<file path="config.mk">
export PLATFORM = sky130hd
export DESIGN_NAME = psc_special_ctrl
export DESIGN_NICKNAME = d
export VERILOG_FILES = /design/src/verilog/psc_xover_decode.v /design/src/verilog/psc_special_ctrl.v
export VERILOG_INCLUDE_DIRS = /design/src /design/src/verilog
export SDC_FILE = /design/constraint.sdc
export NUM_CORES = 1
export LEC_CHECK = 0
export ABC_AREA = 1
export ABC_CLOCK_PERIOD_IN_PS = 1700
export BUFFER_PORTS_ARGS = -buffer_cell sky130_fd_sc_hd__buf_2
export CAP_MARGIN = 5
export CORE_AREA = 2 2 54 56
export DETAILED_ROUTE_END_ITERATION = 8
export DIE_AREA = 0 0 56 58
export HOLD_SLACK_MARGIN = 0.08
export PLACE_DENSITY_LB_ADDON = 0.3
export SETUP_SLACK_MARGIN = 0.15
export SYNTH_ARGS = -nofsm -noshare
export SYNTH_HDL_FRONTEND = slang
export SYNTH_SLANG_ARGS = --single-unit
</file>
<file path="constraint.sdc">
create_clock -name clk_i -period 1.7 [get_ports clk_i]
set_input_delay 0.255 -clock clk_i [delete_from_list [all_inputs] [get_ports clk_i]]
set_output_delay 0.255 -clock clk_i [all_outputs]
set_load 0.01 [all_outputs]
</file>
<file path="src/verilog/psc_map.vh">
// register offsets, field positions and reset values of the special control
`ifndef PSC_MAP_VH
`define PSC_MAP_VH
`define PSC_OFF_SPECIAL   8'h00
`define PSC_OFF_STRAP     8'h04
`define PSC_OFF_MODE      8'h08
`define PSC_OFF_SOFTRST   8'h0C
`define PSC_BIT_XOVR_SEL  15
`define PSC_BIT_AUTO_EN   14
`define PSC_BIT_XSTATE    13
`define PSC_BIT_HB_DIS    11
`define PSC_BIT_PLL_FORCE 10
`define PSC_BIT_POL       4
`define PSC_SPECIAL_RST   16'h0000
`define PSC_MODE_MANUAL   2'h0
`define PSC_MODE_CROSS    2'h1
`define PSC_MODE_AUTO     2'h2
`define PSC_MODE_RSVD     2'h3
`endif

</file>
<file path="src/verilog/psc_xover_decode.v">
// crossover mode decoder from enable/state pair
`timescale 1ns/1ps
module psc_xover_decode
(
    input  wire       auto_en_i,   // auto crossover enable
    input  wire       state_i,     // crossover state
    output reg  [1:0] mode_o       // decoded mode
);
`include "psc_map.vh"
    // reserved pair reported as its own code so it is visible
    always @*
    begin
        case ({auto_en_i, state_i})
            2'h0:    mode_o = `PSC_MODE_MANUAL;
            2'h1:    mode_o = `PSC_MODE_CROSS;
            2'h2:    mode_o = `PSC_MODE_AUTO;
            default: mode_o = `PSC_MODE_RSVD;
        endcase
    end
endmodule // psc_xover_decode

</file>
<file path="src/verilog/psc_special_ctrl.v">
// port phy special control register bank on classic wishbone
// Behaviour
// - bit 11 set disables heartbeat test; default 0, test runs.
// - bit 10 set forces 10M rx pll onto reference; rx blocked.
// - bit 4 read-only polarity: 0 normal, 1 reversed; resets to 0.
// - bits 11 and 10 return to default on chip-level port phy reset.
// - phy soft reset bit in basic control also resets those bits.
// - crossover mode decoded from enable bit 14 and state bit 13.
// - bit 15 set lets bits 14:13 override straps; clear uses straps.
`timescale 1ns/1ps
module psc_special_ctrl
(
    input  wire        clk_i,             // 10 MHz clock
    input  wire        rst_i,             // sync reset, active high
    input  wire        wb_cyc_i,          // bus cycle
    input  wire        wb_stb_i,          // strobe
    input  wire        wb_we_i,           // write enable
    input  wire [7:0]  wb_adr_i,          // byte address
    input  wire [3:0]  wb_sel_i,          // byte lanes
    input  wire [31:0] wb_dat_i,          // write data
    output reg  [31:0] wb_dat_o,          // read data
    output reg         wb_ack_o,          // acknowledge
    input  wire        chip_phy_soft_reset_bit_i,    // port reset from chip control
    input  wire        phy_soft_reset_bit_i, // basic control reset bit
    input  wire        pol_reversed_i,    // detected rx polarity
    input  wire        strap_manual_i,    // manual crossover strap
    input  wire        strap_auto_i,      // auto crossover strap
    output reg         heartbeat_test_disable_o, // heartbeat test off
    output reg         rx_pll_ref_lock_force_o,  // pll held on ref
    output reg  [1:0]  xover_mode_o       // effective crossover mode
);
`include "psc_map.vh"

    // address map, byte offsets on the low eight address bits:
    //   0x00 special control, bits 15:13, 11, 10 writable, bit 4 status
    //   0x04 strap levels {auto, manual}, read only
    //   0x08 crossover mode in force, read only
    //   0x0C bit 0 written as 1 fires a soft reset of the fields
    // only a full match decodes; aliases would hide software bugs

    reg         xsel_q;
    reg         auto_en_q;
    reg         xstate_q;
    reg         hb_dis_q;
    reg         pll_force_q;
    reg         pol_q;
    reg         soft_rst_q;   // latched pulse of software reset
    wire [1:0]  reg_mode;
    wire [1:0]  strap_mode;
    wire        acc;
    wire        wr_lo;
    wire        wr_hi;
    wire [15:0] special_rd;
    reg         xsel_d;
    reg         auto_en_d;
    reg         xstate_d;
    reg         hb_dis_d;
    reg         pll_force_d;
    reg         soft_rst_d;
    wire        wr_special;
    wire        wr_softrst;
    wire        fld_clr;      // any soft-reset class clear

    // exact byte-address match; shared by every write decoder so that
    // no offset can alias another through a partial compare
    function addr_is;
        input [7:0] adr;
        input [7:0] off;
        begin
            addr_is = (adr == off);
        end
    endfunction

    // one decoder instance per crossover source
    // the strap pair uses the same table: auto strap acts as enable
    psc_xover_decode u_reg_dec
    (
        .auto_en_i (auto_en_q),
        .state_i   (xstate_q),
        .mode_o    (reg_mode)
    );
    psc_xover_decode u_strap_dec
    (
        .auto_en_i (strap_auto_i),
        .state_i   (strap_manual_i),
        .mode_o    (strap_mode)
    );

    // a request is taken once; the registered ack masks the held
    // strobe, so a cycle held over two edges never writes twice
    assign acc   = wb_cyc_i & wb_stb_i & ~wb_ack_o;
    assign wr_lo = acc & wb_we_i & wb_sel_i[0];
    assign wr_hi = acc & wb_we_i & wb_sel_i[1];

    // write strobes of the two writable words
    assign wr_special = wr_hi & addr_is(wb_adr_i, `PSC_OFF_SPECIAL);
    assign wr_softrst = wr_lo & addr_is(wb_adr_i, `PSC_OFF_SOFTRST);
    // a clear from any source of the soft-reset class
    assign fld_clr    = chip_phy_soft_reset_bit_i | phy_soft_reset_bit_i | soft_rst_q;

    // reserved positions are constant zero in the read image
    assign special_rd = {xsel_q, auto_en_q, xstate_q, 1'b0,
                         hb_dis_q, pll_force_q, 5'h00,
                         pol_q, 4'h0};

    // next field values; a clear from any of the three reset sources beats a write
    // in the same cycle, so software cannot keep a stale setting alive
    always @*
    begin
        xsel_d      = xsel_q;
        auto_en_d   = auto_en_q;
        xstate_d    = xstate_q;
        hb_dis_d    = hb_dis_q;
        pll_force_d = pll_force_q;
        if (fld_clr)
        begin
            xsel_d      = 1'b0;
            auto_en_d   = 1'b0;
            xstate_d    = 1'b0;
            hb_dis_d    = 1'b0;
            pll_force_d = 1'b0;
        end
        else if (wr_special)
        begin
            xsel_d      = wb_dat_i[`PSC_BIT_XOVR_SEL];
            auto_en_d   = wb_dat_i[`PSC_BIT_AUTO_EN];
            xstate_d    = wb_dat_i[`PSC_BIT_XSTATE];
            hb_dis_d    = wb_dat_i[`PSC_BIT_HB_DIS];
            pll_force_d = wb_dat_i[`PSC_BIT_PLL_FORCE];
        end
    end

    // software reset request is a one-cycle pulse; it clears the
    // fields one cycle after the write that fires it
    always @*
    begin
        soft_rst_d = 1'b0;
        if (wr_softrst && wb_dat_i[0])
            soft_rst_d = 1'b1;
    end

    // field registers; the device reset puts every field at its default
    always @(posedge clk_i)
    begin
        if (rst_i)
        begin
            xsel_q      <= 1'b0;
            auto_en_q   <= 1'b0;
            xstate_q    <= 1'b0;
            hb_dis_q    <= 1'b0;
            pll_force_q <= 1'b0;
            soft_rst_q  <= 1'b0;
        end
        else
        begin
            xsel_q      <= xsel_d;
            auto_en_q   <= auto_en_d;
            xstate_q    <= xstate_d;
            hb_dis_q    <= hb_dis_d;
            pll_force_q <= pll_force_d;
            soft_rst_q  <= soft_rst_d;
        end
    end

    // polarity is a status sample, cleared by reset
    // the status pin is taken as synchronous, so no extra stage here
    always @(posedge clk_i)
    begin
        if (rst_i)
            pol_q <= 1'b0;
        else
            pol_q <= pol_reversed_i;
    end

    // outputs straight from flops
    // one cycle behind the fields; the phy side sees clean levels
    always @(posedge clk_i)
    begin
        if (rst_i)
        begin
            heartbeat_test_disable_o <= 1'b0;
            rx_pll_ref_lock_force_o  <= 1'b0;
            xover_mode_o             <= `PSC_MODE_MANUAL;
        end
        else
        begin
            heartbeat_test_disable_o <= hb_dis_q;
            rx_pll_ref_lock_force_o  <= pll_force_q;
            xover_mode_o <= xsel_q ? reg_mode : strap_mode;
        end
    end

    // wishbone slave: one-cycle ack, unmapped reads return zero
    // writes land on the taking edge; read data stands with the ack
    always @(posedge clk_i)
    begin
        if (rst_i)
        begin
            wb_ack_o <= 1'b0;
            wb_dat_o <= 32'h00000000;
        end
        else
        begin
            wb_ack_o <= acc;
            if (acc && !wb_we_i)
            begin
                case (wb_adr_i)
                    `PSC_OFF_SPECIAL: wb_dat_o <= {16'h0000, special_rd};
                    `PSC_OFF_STRAP:   wb_dat_o <= {30'h00000000,
                                                   strap_auto_i,
                                                   strap_manual_i};
                    `PSC_OFF_MODE:    wb_dat_o <= {30'h00000000,
                                                   xover_mode_o};
                    default:          wb_dat_o <= 32'h00000000;
                endcase
            end
            else
                wb_dat_o <= 32'h00000000;
        end
    end
endmodule // psc_special_ctrl

</file>
Word level (Yosys, flattened, before mapping)
Cells that the tools add are included.
Word-level totals
  register bits after elaboration: 44
  input bits: 54
  output and inout bits: 37
  logic and storage cells: 43
Cells by class
  equality and inequality tests: 7
  mux-type cells: 5
  bitwise gates (word level): 11
  reduce and logical (&&, ||, !) cells: 8
Operators with widths (number)
  16-bit case mux with 3 select lines: 1
  8-bit by 4-bit == test with 1-bit output, second input constant: 2
  2-bit case mux with 3 select lines: 2
  8-bit by 3-bit == test with 1-bit output, second input constant: 1
  8-bit zero test: 1
  1-bit AND: 7
  2-bit by 1-bit == test with 1-bit output, second input constant: 2
  2-bit == test, second input constant: 2
  2-bit zero test: 2
  2-bit OR reduction: 2
  1-bit logical AND: 2
  2-bit two-way mux: 1
  1-bit NOT: 2
  1-bit OR: 2
  1-bit zero test: 1
  1-bit two-way mux: 1

Longest topological paths before layout
Gate-level depths: netlist of run 1.
  depth after elaboration: 7
  mapped depth: 7
  mapped depth without buffers: 7

Modules after synthesis
From an unflattened synthesis of run 1, not the netlist that was laid out.
Unflattened totals
  cells, all modules: 132
  area total of the unflattened synthesis: 998.5 um^2
Modules (own cells, without submodules)
  psc_special_ctrl: instances 1, cells an instance 128, area each 983.4 um^2, seq. area each 400.4 um^2
  psc_xover_decode: instances 2, cells an instance 2, area each 7.5 um^2, seq. area each 0.0 um^2

Worst setup path before layout of run 1
Ideal clock, no wire load.
  kind: register -> register
  start: register wb_ack_o
  end: register auto_en_q
  library setup time: 0.115 ns
  data arrival time: 0.957 ns
  required time: 1.585 ns
  setup slack: 0.628 ns
  cell stages (with the launch flop): 7
  buffers on the path: 0
  period minus slack after synthesis: 1.072 ns
  cells stage by stage: dfxtp_1 -> inv_1 -> nand4_1 -> nor2_2 -> nand3_1 -> nand2_1 -> nor2_1
Between the ends
  cells in the longest elaborated chain, start to end: 5
RTL lines
  start, declared: RTL line psc_special_ctrl.v:22  | output reg wb_ack_o,
  start signal, assigned: RTL line psc_special_ctrl.v:199  | wb_ack_o <= 1'b0;
  start signal, assigned: RTL line psc_special_ctrl.v:204  | wb_ack_o <= acc;
  1-bit NOT: RTL line psc_special_ctrl.v:91  | assign acc = wb_cyc_i & wb_stb_i & ~wb_ack_o;
  1-bit AND: RTL line psc_special_ctrl.v:91
  1-bit AND (2 in series): RTL line psc_special_ctrl.v:93  | assign wr_hi = acc & wb_we_i & wb_sel_i[1];
  1-bit AND: RTL line psc_special_ctrl.v:96  | assign wr_special = wr_hi & addr_is(wb_adr_i, `PSC_OFF_SPECIAL);
  end signal, assigned: RTL line psc_special_ctrl.v:157  | auto_en_q <= auto_en_d;
  end, declared: RTL line psc_special_ctrl.v:42  | reg auto_en_q;
No other way between the ends.
A chain may end at the register's enable or synchronous reset.

Worst setup path after layout of run 1
  start: register wb_ack_o
  end: register pll_force_q
Between the ends
  cells in the longest elaborated chain, start to end: 5
RTL lines
  1-bit NOT: RTL line psc_special_ctrl.v:91
  1-bit AND: RTL line psc_special_ctrl.v:91
  1-bit AND (2 in series): RTL line psc_special_ctrl.v:93
  1-bit AND: RTL line psc_special_ctrl.v:96
  end signal, assigned: RTL line psc_special_ctrl.v:160  | pll_force_q <= pll_force_d;
  end, declared: RTL line psc_special_ctrl.v:45  | reg pll_force_q;
No other way between the ends.

==> results.sh, run 1 <==
export IMPL_status="complete, no violations"
export IMPL_startpoint_type="flip-flop"
export IMPL_htreeDepth=1
export IMPL_synth_cells=130
export IMPL_holdCritStartpoint="pol_reversed_i"
export IMPL_hpwl_mm=1.48
export IMPL_r2r_cells=6
export IMPL_drc=0
export IMPL_ctsResizeCount=0
export IMPL_grt_antenna_before_repair=0
export IMPL_synthToLayoutAreaGrowth_pct=17.3
export IMPL_num_antenna_cells=0
export IMPL_netlist_top_cells_count="buf_4, dfxtp_1, inv_1"
export IMPL_vdd_drop_max_uv=397
export IMPL_finalNonFillerCells=202
export IMPL_cts_tree="done"
export IMPL_grt_max_degree=12
export IMPL_p_per_area_nw_per_um2=720
export IMPL_drive_above_1_share_pct=29.8
export IMPL_cts_buffers=3
export IMPL_die_w_um=56
export IMPL_ff2ff_setup_slack_ns=0.48
export IMPL_hold_end="pol_q$_SDFF_PP0_"
export IMPL_path_clk_slew_ns=0.10
export IMPL_synth_flop_cell="dfxtp_1"
export IMPL_timing_fmax_mhz=819
export IMPL_cp_arrival_ns=1.41
export IMPL_rsz0062_at_grt="no"
export IMPL_post_cts_buffers=0
export IMPL_hold_path_class="input pin to flip-flop"
export IMPL_grt_pass1_vias=748
export IMPL_synth_area_leaders="dfxtp_1, buf_4, inv_1, nand2_1, nor2_1"
export IMPL_end_kind="flip-flop"
export IMPL_die_h_um=58
export IMPL_synth_seq_area_share_pct=40.5
export IMPL_yosysTopAreaCell="dfxtp_1"
export IMPL_gp_congestion=0.729
export IMPL_vias_per_cell=4.18
export IMPL_post_synth_num_cell_types=17
export IMPL_worst_pin_slew_ns=0.530
export IMPL_whs_ns=0.184
export IMPL_clkLatencyLatePin_ns=0.29
export IMPL_start_util_pct=37.2
export IMPL_netlist_area_um2=990
export IMPL_postRouteAntennaNets=0
export IMPL_crit_type="flip-flop to flip-flop"
export IMPL_crit_fanout=10
export IMPL_synth_most_common_cell="buf_4"
export IMPL_timing_final_crit_share_pct=71.8
export IMPL_first_pass_iters=7
export IMPL_wl_per_cell_um=9.05
export IMPL_gr_total_overflow=0
export IMPL_cts_num_sinks=20
export IMPL_final_nets=226
export IMPL_setup_viol=0
export IMPL_setup_tns_final_ns=0
export IMPL_yosys_warnings=0
export IMPL_crit_required_ns=1.89
export IMPL_placedInstanceArea_um2=1120
export IMPL_seqCellArea_um2=400
export IMPL_vias=844
export IMPL_cts_max_path_buffers=2
export IMPL_netlist_area_leader_share_pct=40.5
export IMPL_r2r_end="pll_force_q$_SDFFE_PP0P_"
export IMPL_p_leak_nw=0.597
export IMPL_drv_slew=0
export IMPL_post_route_worst_setup_slack_ns=0.479
export IMPL_drt_iter0_markers=18
export IMPL_relSlewSlack_pct=64.4
export IMPL_hold_path_depth=3
export IMPL_place_ws_ns=0.473
export IMPL_synth_enable_flop_cells=0
export IMPL_cap_violations=0
export IMPL_rows=19
export IMPL_io_buffer_count=38
export IMPL_clock_skew_ns=0.00837
export IMPL_final_area_um2=1160
export IMPL_dp_cells=198
export IMPL_ys_ff_latch=20
export IMPL_hold_viol_final=0
export IMPL_io_pins=91
export IMPL_cts_hold_buf=0
export IMPL_min_period_ns=1.22
export IMPL_routed_wl_mm=1.83
export IMPL_syn_avg_cell_area_um2=7.61
export IMPL_ys_async_sr_fraction_pct=0
export IMPL_nFillCells=284
export IMPL_r2r_start="wb_ack_o$_SDFF_PP0_"
export IMPL_cts_root_buf="clkbuf_4"
export IMPL_grt_pass1_wl_mm=2.97
export IMPL_die_area_um2=3250
export IMPL_core_area_um2=2660
export IMPL_multi_input_area_um2=413
export IMPL_track_usage_pct=11.4
flip-flops by register name, summed over array words and instances, names as in the netlist:
name	cells
auto_en_q	1
hb_dis_q	1
heartbeat_test_disable_o	1
pll_force_q	1
pol_q	1
rx_pll_ref_lock_force_o	1
soft_rst_q	1
wb_ack_o	1
wb_dat_o	8
xover_mode_o	2
xsel_q	1
xstate_q	1
where the power goes:
| part | total [mW] | leakage [nW] | switching [mW] | internal, mW |
|---|---|---|---|---|
| sequential | 0.476 | 0.162 | 0.00260 | 0.473 |
| clock | 0.264 | 0.0210 | 0.134 | 0.131 |
| combinational | 0.0962 | 0.414 | 0.0627 | 0.0335 |
| total | 0.836 | 0.597 | 0.199 | 0.637 |
logic make-up (layout without fill, tap and decap cells):
| family | count (synthesis) | count (layout) | synth area share, % |
|---|---|---|---|
| other | 1 | 24 | 0.379 |
| buffers and inverters | 45 | 63 | 26.5 |
| AND/OR/NAND/NOR | 55 | 55 | 28.1 |
| flip-flops | 20 | 20 | 40.5 |
| AO/OA/AOI/OAI | 9 | 9 | 4.55 |
cell type report:
class	instances	area share, %
Inverter	20	6.47
Tap cell	31	3.34
Multi-Input combinational cell	88	35.6
Sequential cell	20	34.5
Timing Repair Buffer	39	17.0
Clock buffer	4	3.13
per-stage QoR:
| stage | utilization [%] | power, mW |
|---|---|---|
| after floorplan | - | 0.579 |
| after global placement | 42.2 | 0.579 |
| after detailed placement | 42.2 | 0.581 |
| after CTS | 43.6 | 0.846 |
| after global routing | 43.6 | 0.879 |
| final | 43.6 | 0.836 |
worst max-delay path by stage:
stage / start / end / slack [ns] / cells past startpoint
3_3_place_gp: wb_ack_o$_SDFF_PP0_ / pll_force_q$_SDFFE_PP0P_ / 0.50 / 6
5_1_grt: wb_ack_o$_SDFF_PP0_ / pll_force_q$_SDFFE_PP0P_ / 0.35 / 6
2_1_floorplan: wb_ack_o$_SDFF_PP0_ / auto_en_q$_SDFFE_PP0P_ / 0.63 / 6
4_1_cts: wb_ack_o$_SDFF_PP0_ / pll_force_q$_SDFFE_PP0P_ / 0.49 / 6
6_report: wb_ack_o$_SDFF_PP0_ / pll_force_q$_SDFFE_PP0P_ / 0.48 / 6
3_5_place_dp: wb_adr_i[1] / wb_dat_o[10]$_SDFF_PP0_ / 0.47 / 7
worst max-delay path, stage by stage, from the launching register on:
cell and delay (ns):
dfxtp_1 0.36, inv_1 0.06, nand4_1 0.12, nor2_2 0.34, nand3_1 0.13, nand2_1 0.08
nor2_1 0.04
layout by cell type, fill, tap and decap left out, types with 2 or more instances in the layout:
cell type / instances
nor3_1: 4
dfxtp_1: 20
nor2_2: 3
nor3b_2: 2
nor2_1: 15
a21oi_1: 7
o21ai_0: 2
conb_1: 24
nand3_1: 10
clkbuf_4: 3
buf_2: 38
nand2_1: 16
inv_1: 20
routing by layer:
layer	vias to the layer above	share of wire, %	GRT usage (%)
li1	439	-	-
met1	359	43	13.8
met2	44	46	19.3
met3	2	10	2.23
met4	0	0.82	6.12
met5	-	0	0
Power figures use the tool's default switching activity.
==> inputs of run 2 (changes only) <==
--- a/config.mk
+++ b/config.mk
@@ -7,12 +7,12 @@
 export NUM_CORES = 1
 export LEC_CHECK = 0
 export ABC_AREA = 1
-export ABC_CLOCK_PERIOD_IN_PS = 1700
+export ABC_CLOCK_PERIOD_IN_PS = 1100
 export BUFFER_PORTS_ARGS = -buffer_cell sky130_fd_sc_hd__buf_2
 export CAP_MARGIN = 5
-export CORE_AREA = 2 2 54 56
+export CORE_AREA = 2 2 58 60
 export DETAILED_ROUTE_END_ITERATION = 8
-export DIE_AREA = 0 0 56 58
+export DIE_AREA = 0 0 60 62
 export HOLD_SLACK_MARGIN = 0.08
 export PLACE_DENSITY_LB_ADDON = 0.3
 export SETUP_SLACK_MARGIN = 0.15
==> constraint.sdc (replaced) <==
create_clock -name clk_i -period 1.1 [get_ports clk_i]
set_input_delay 0.165 -clock clk_i [delete_from_list [all_inputs] [get_ports clk_i]]
set_output_delay 0.165 -clock clk_i [all_outputs]
set_load 0.01 [all_outputs]
==> results.sh, run 2 (synthesized netlist as in run 1, its figures left out) <==
export IMPL_p_leak_nw=0.681
export IMPL_timing_final_crit_share_pct=99.5
export IMPL_startpoint_type="flip-flop"
export IMPL_first_pass_iters=4
export IMPL_crit_required_ns=1.30
export IMPL_start_util_pct=31.1
export IMPL_cap_violations=0
export IMPL_path_clk_slew_ns=0.11
export IMPL_routed_wl_mm=1.96
export IMPL_timing_fmax_mhz=914
export IMPL_htreeDepth=1
export IMPL_hold_path_class="input pin to flip-flop"
export IMPL_drc=0
export IMPL_num_antenna_cells=0
export IMPL_drv_slew=0
export IMPL_postRouteAntennaNets=0
export IMPL_rsz0062_at_grt="yes"
export IMPL_clkLatencyLatePin_ns=0.29
export IMPL_io_pins=91
export IMPL_grt_pass1_wl_mm=2.96
export IMPL_wl_per_cell_um=8.57
export IMPL_grt_pass1_vias=736
export IMPL_crit_fanout=5
export IMPL_grt_antenna_before_repair=0
export IMPL_min_period_ns=1.09
export IMPL_whs_ns=0.145
export IMPL_hold_viol_final=0
export IMPL_drt_iter0_markers=20
export IMPL_p_per_area_nw_per_um2=973
export IMPL_cts_tree="done"
export IMPL_die_w_um=60
export IMPL_finalNonFillerCells=229
export IMPL_drive_above_1_share_pct=40.4
export IMPL_cp_arrival_ns=1.29
export IMPL_die_h_um=62
export IMPL_track_usage_pct=10.7
export IMPL_setup_viol=0
export IMPL_grt_max_degree=12
export IMPL_final_nets=238
export IMPL_clock_skew_ns=0.00177
export IMPL_cts_num_sinks=20
export IMPL_status="complete, no violations"
export IMPL_die_area_um2=3720
export IMPL_vias_per_cell=3.86
export IMPL_io_buffer_count=38
export IMPL_rows=21
export IMPL_cts_max_path_buffers=2
export IMPL_mostFrequentLayoutCell="buf_2"
export IMPL_vias=885
export IMPL_largest_reg_flops=8
export IMPL_gr_total_overflow=0
export IMPL_cts_root_buf="clkbuf_4"
export IMPL_synthToLayoutAreaGrowth_pct=38.9
export IMPL_crit_type="flip-flop to flip-flop"
export IMPL_final_cell_mix="buf_2, conb_1, inv_1"
export IMPL_gp_congestion=0.786
export IMPL_core_area_um2=3180
export IMPL_dp_cells=219
export IMPL_end_kind="flip-flop"
export IMPL_hpwl_mm=1.47
export IMPL_cts_buffers=3
export IMPL_vdd_drop_max_uv=300
export IMPL_regMostFlops="wb_dat_o"
export IMPL_reg_largest_list="wb_dat_o: 8 flops, xover_mode_o: 2 flops"
## run 2: cell count changes in the layout (fill, tap and decap cells not counted), sizes merged
| cell | before | now |
|---|---|---|
| buf | 39 | 49 |
| dlygate4sd3 | 0 | 1 |
| nor2 | 18 | 19 |
## run 2: worst max-delay path, cell delays in order (launching register included)
cell     delay (ns)
dfxtp_4        0.36
inv_2          0.04
nand4_1        0.11
buf_6          0.16
nor2_4         0.14
nand3_1        0.09
nand2_1        0.07
nor2_1         0.03
## run 2: area by class of cell
type | count | area (um^2)
clock buffer | 4 | 36.3
fill | 341 | 1800
inverter | 20 | 75.1
multi-input combinational | 89 | 479
sequential | 20 | 409
tap | 46 | 57.6
timing repair buffer | 50 | 318
## run 2: final timing paths
path                    startpoint                                 end  slack, ns  cells after the start
min                          rst_i  rx_pll_ref_lock_force_o$_SDFF_PP0_       0.14                      2
max reg2reg    wb_ack_o$_SDFF_PP0_                 xsel_q$_SDFFE_PP0P_      0.006                      7
min reg2reg  hb_dis_q$_SDFFE_PP0P_             wb_dat_o[11]$_SDFF_PP0_       0.47                      2
max            wb_ack_o$_SDFF_PP0_                 xsel_q$_SDFFE_PP0P_      0.006                      7
## run 2: power by group
group          internal, mW  switching (mW)  leakage [nW]
clock                 0.202           0.209        0.0210
combinational        0.0810           0.111         0.495
sequential            0.730         0.00436         0.164
## run 2: metrics by stage
stage	area (um^2)	setup TNS, ns	total power [mW]	setup WS [ns]	utilization (%)
6_report	1380	0	1.34	0.00578	43.3
3_5_place_dp	1190	-0.0611	0.913	-0.0186	37.6
5_1_grt	1380	-0.513	1.43	-0.102	43.3
4_1_cts	1300	0	1.35	0.0131	40.9
3_3_place_gp	1190	-0.0500	0.912	-0.0138	37.6
2_1_floorplan	1080	0	0.896	0.104	-
## run 2: repair_timing
item | CTS | global route
setup buffers | 2 | 2
setup endpoints to repair | 16 | 24
pin swaps | 4 | 6
hold endpoints to repair | 1 | 0
gates resized for setup | 7 | 15
hold buffers | 1 | 0
cloned | 1 | 0
## run 2: layer usage
metal / GRT usage (%) / vias up / share of wire [%]
met3: 2.28 / 4 / 5.2
met2: 20.5 / 27 / 55
met4: 5.71 / 0 / 1.9
met1: 10.9 / 396 / 38
li1: - / 458 / -
met5: 0 / - / 0
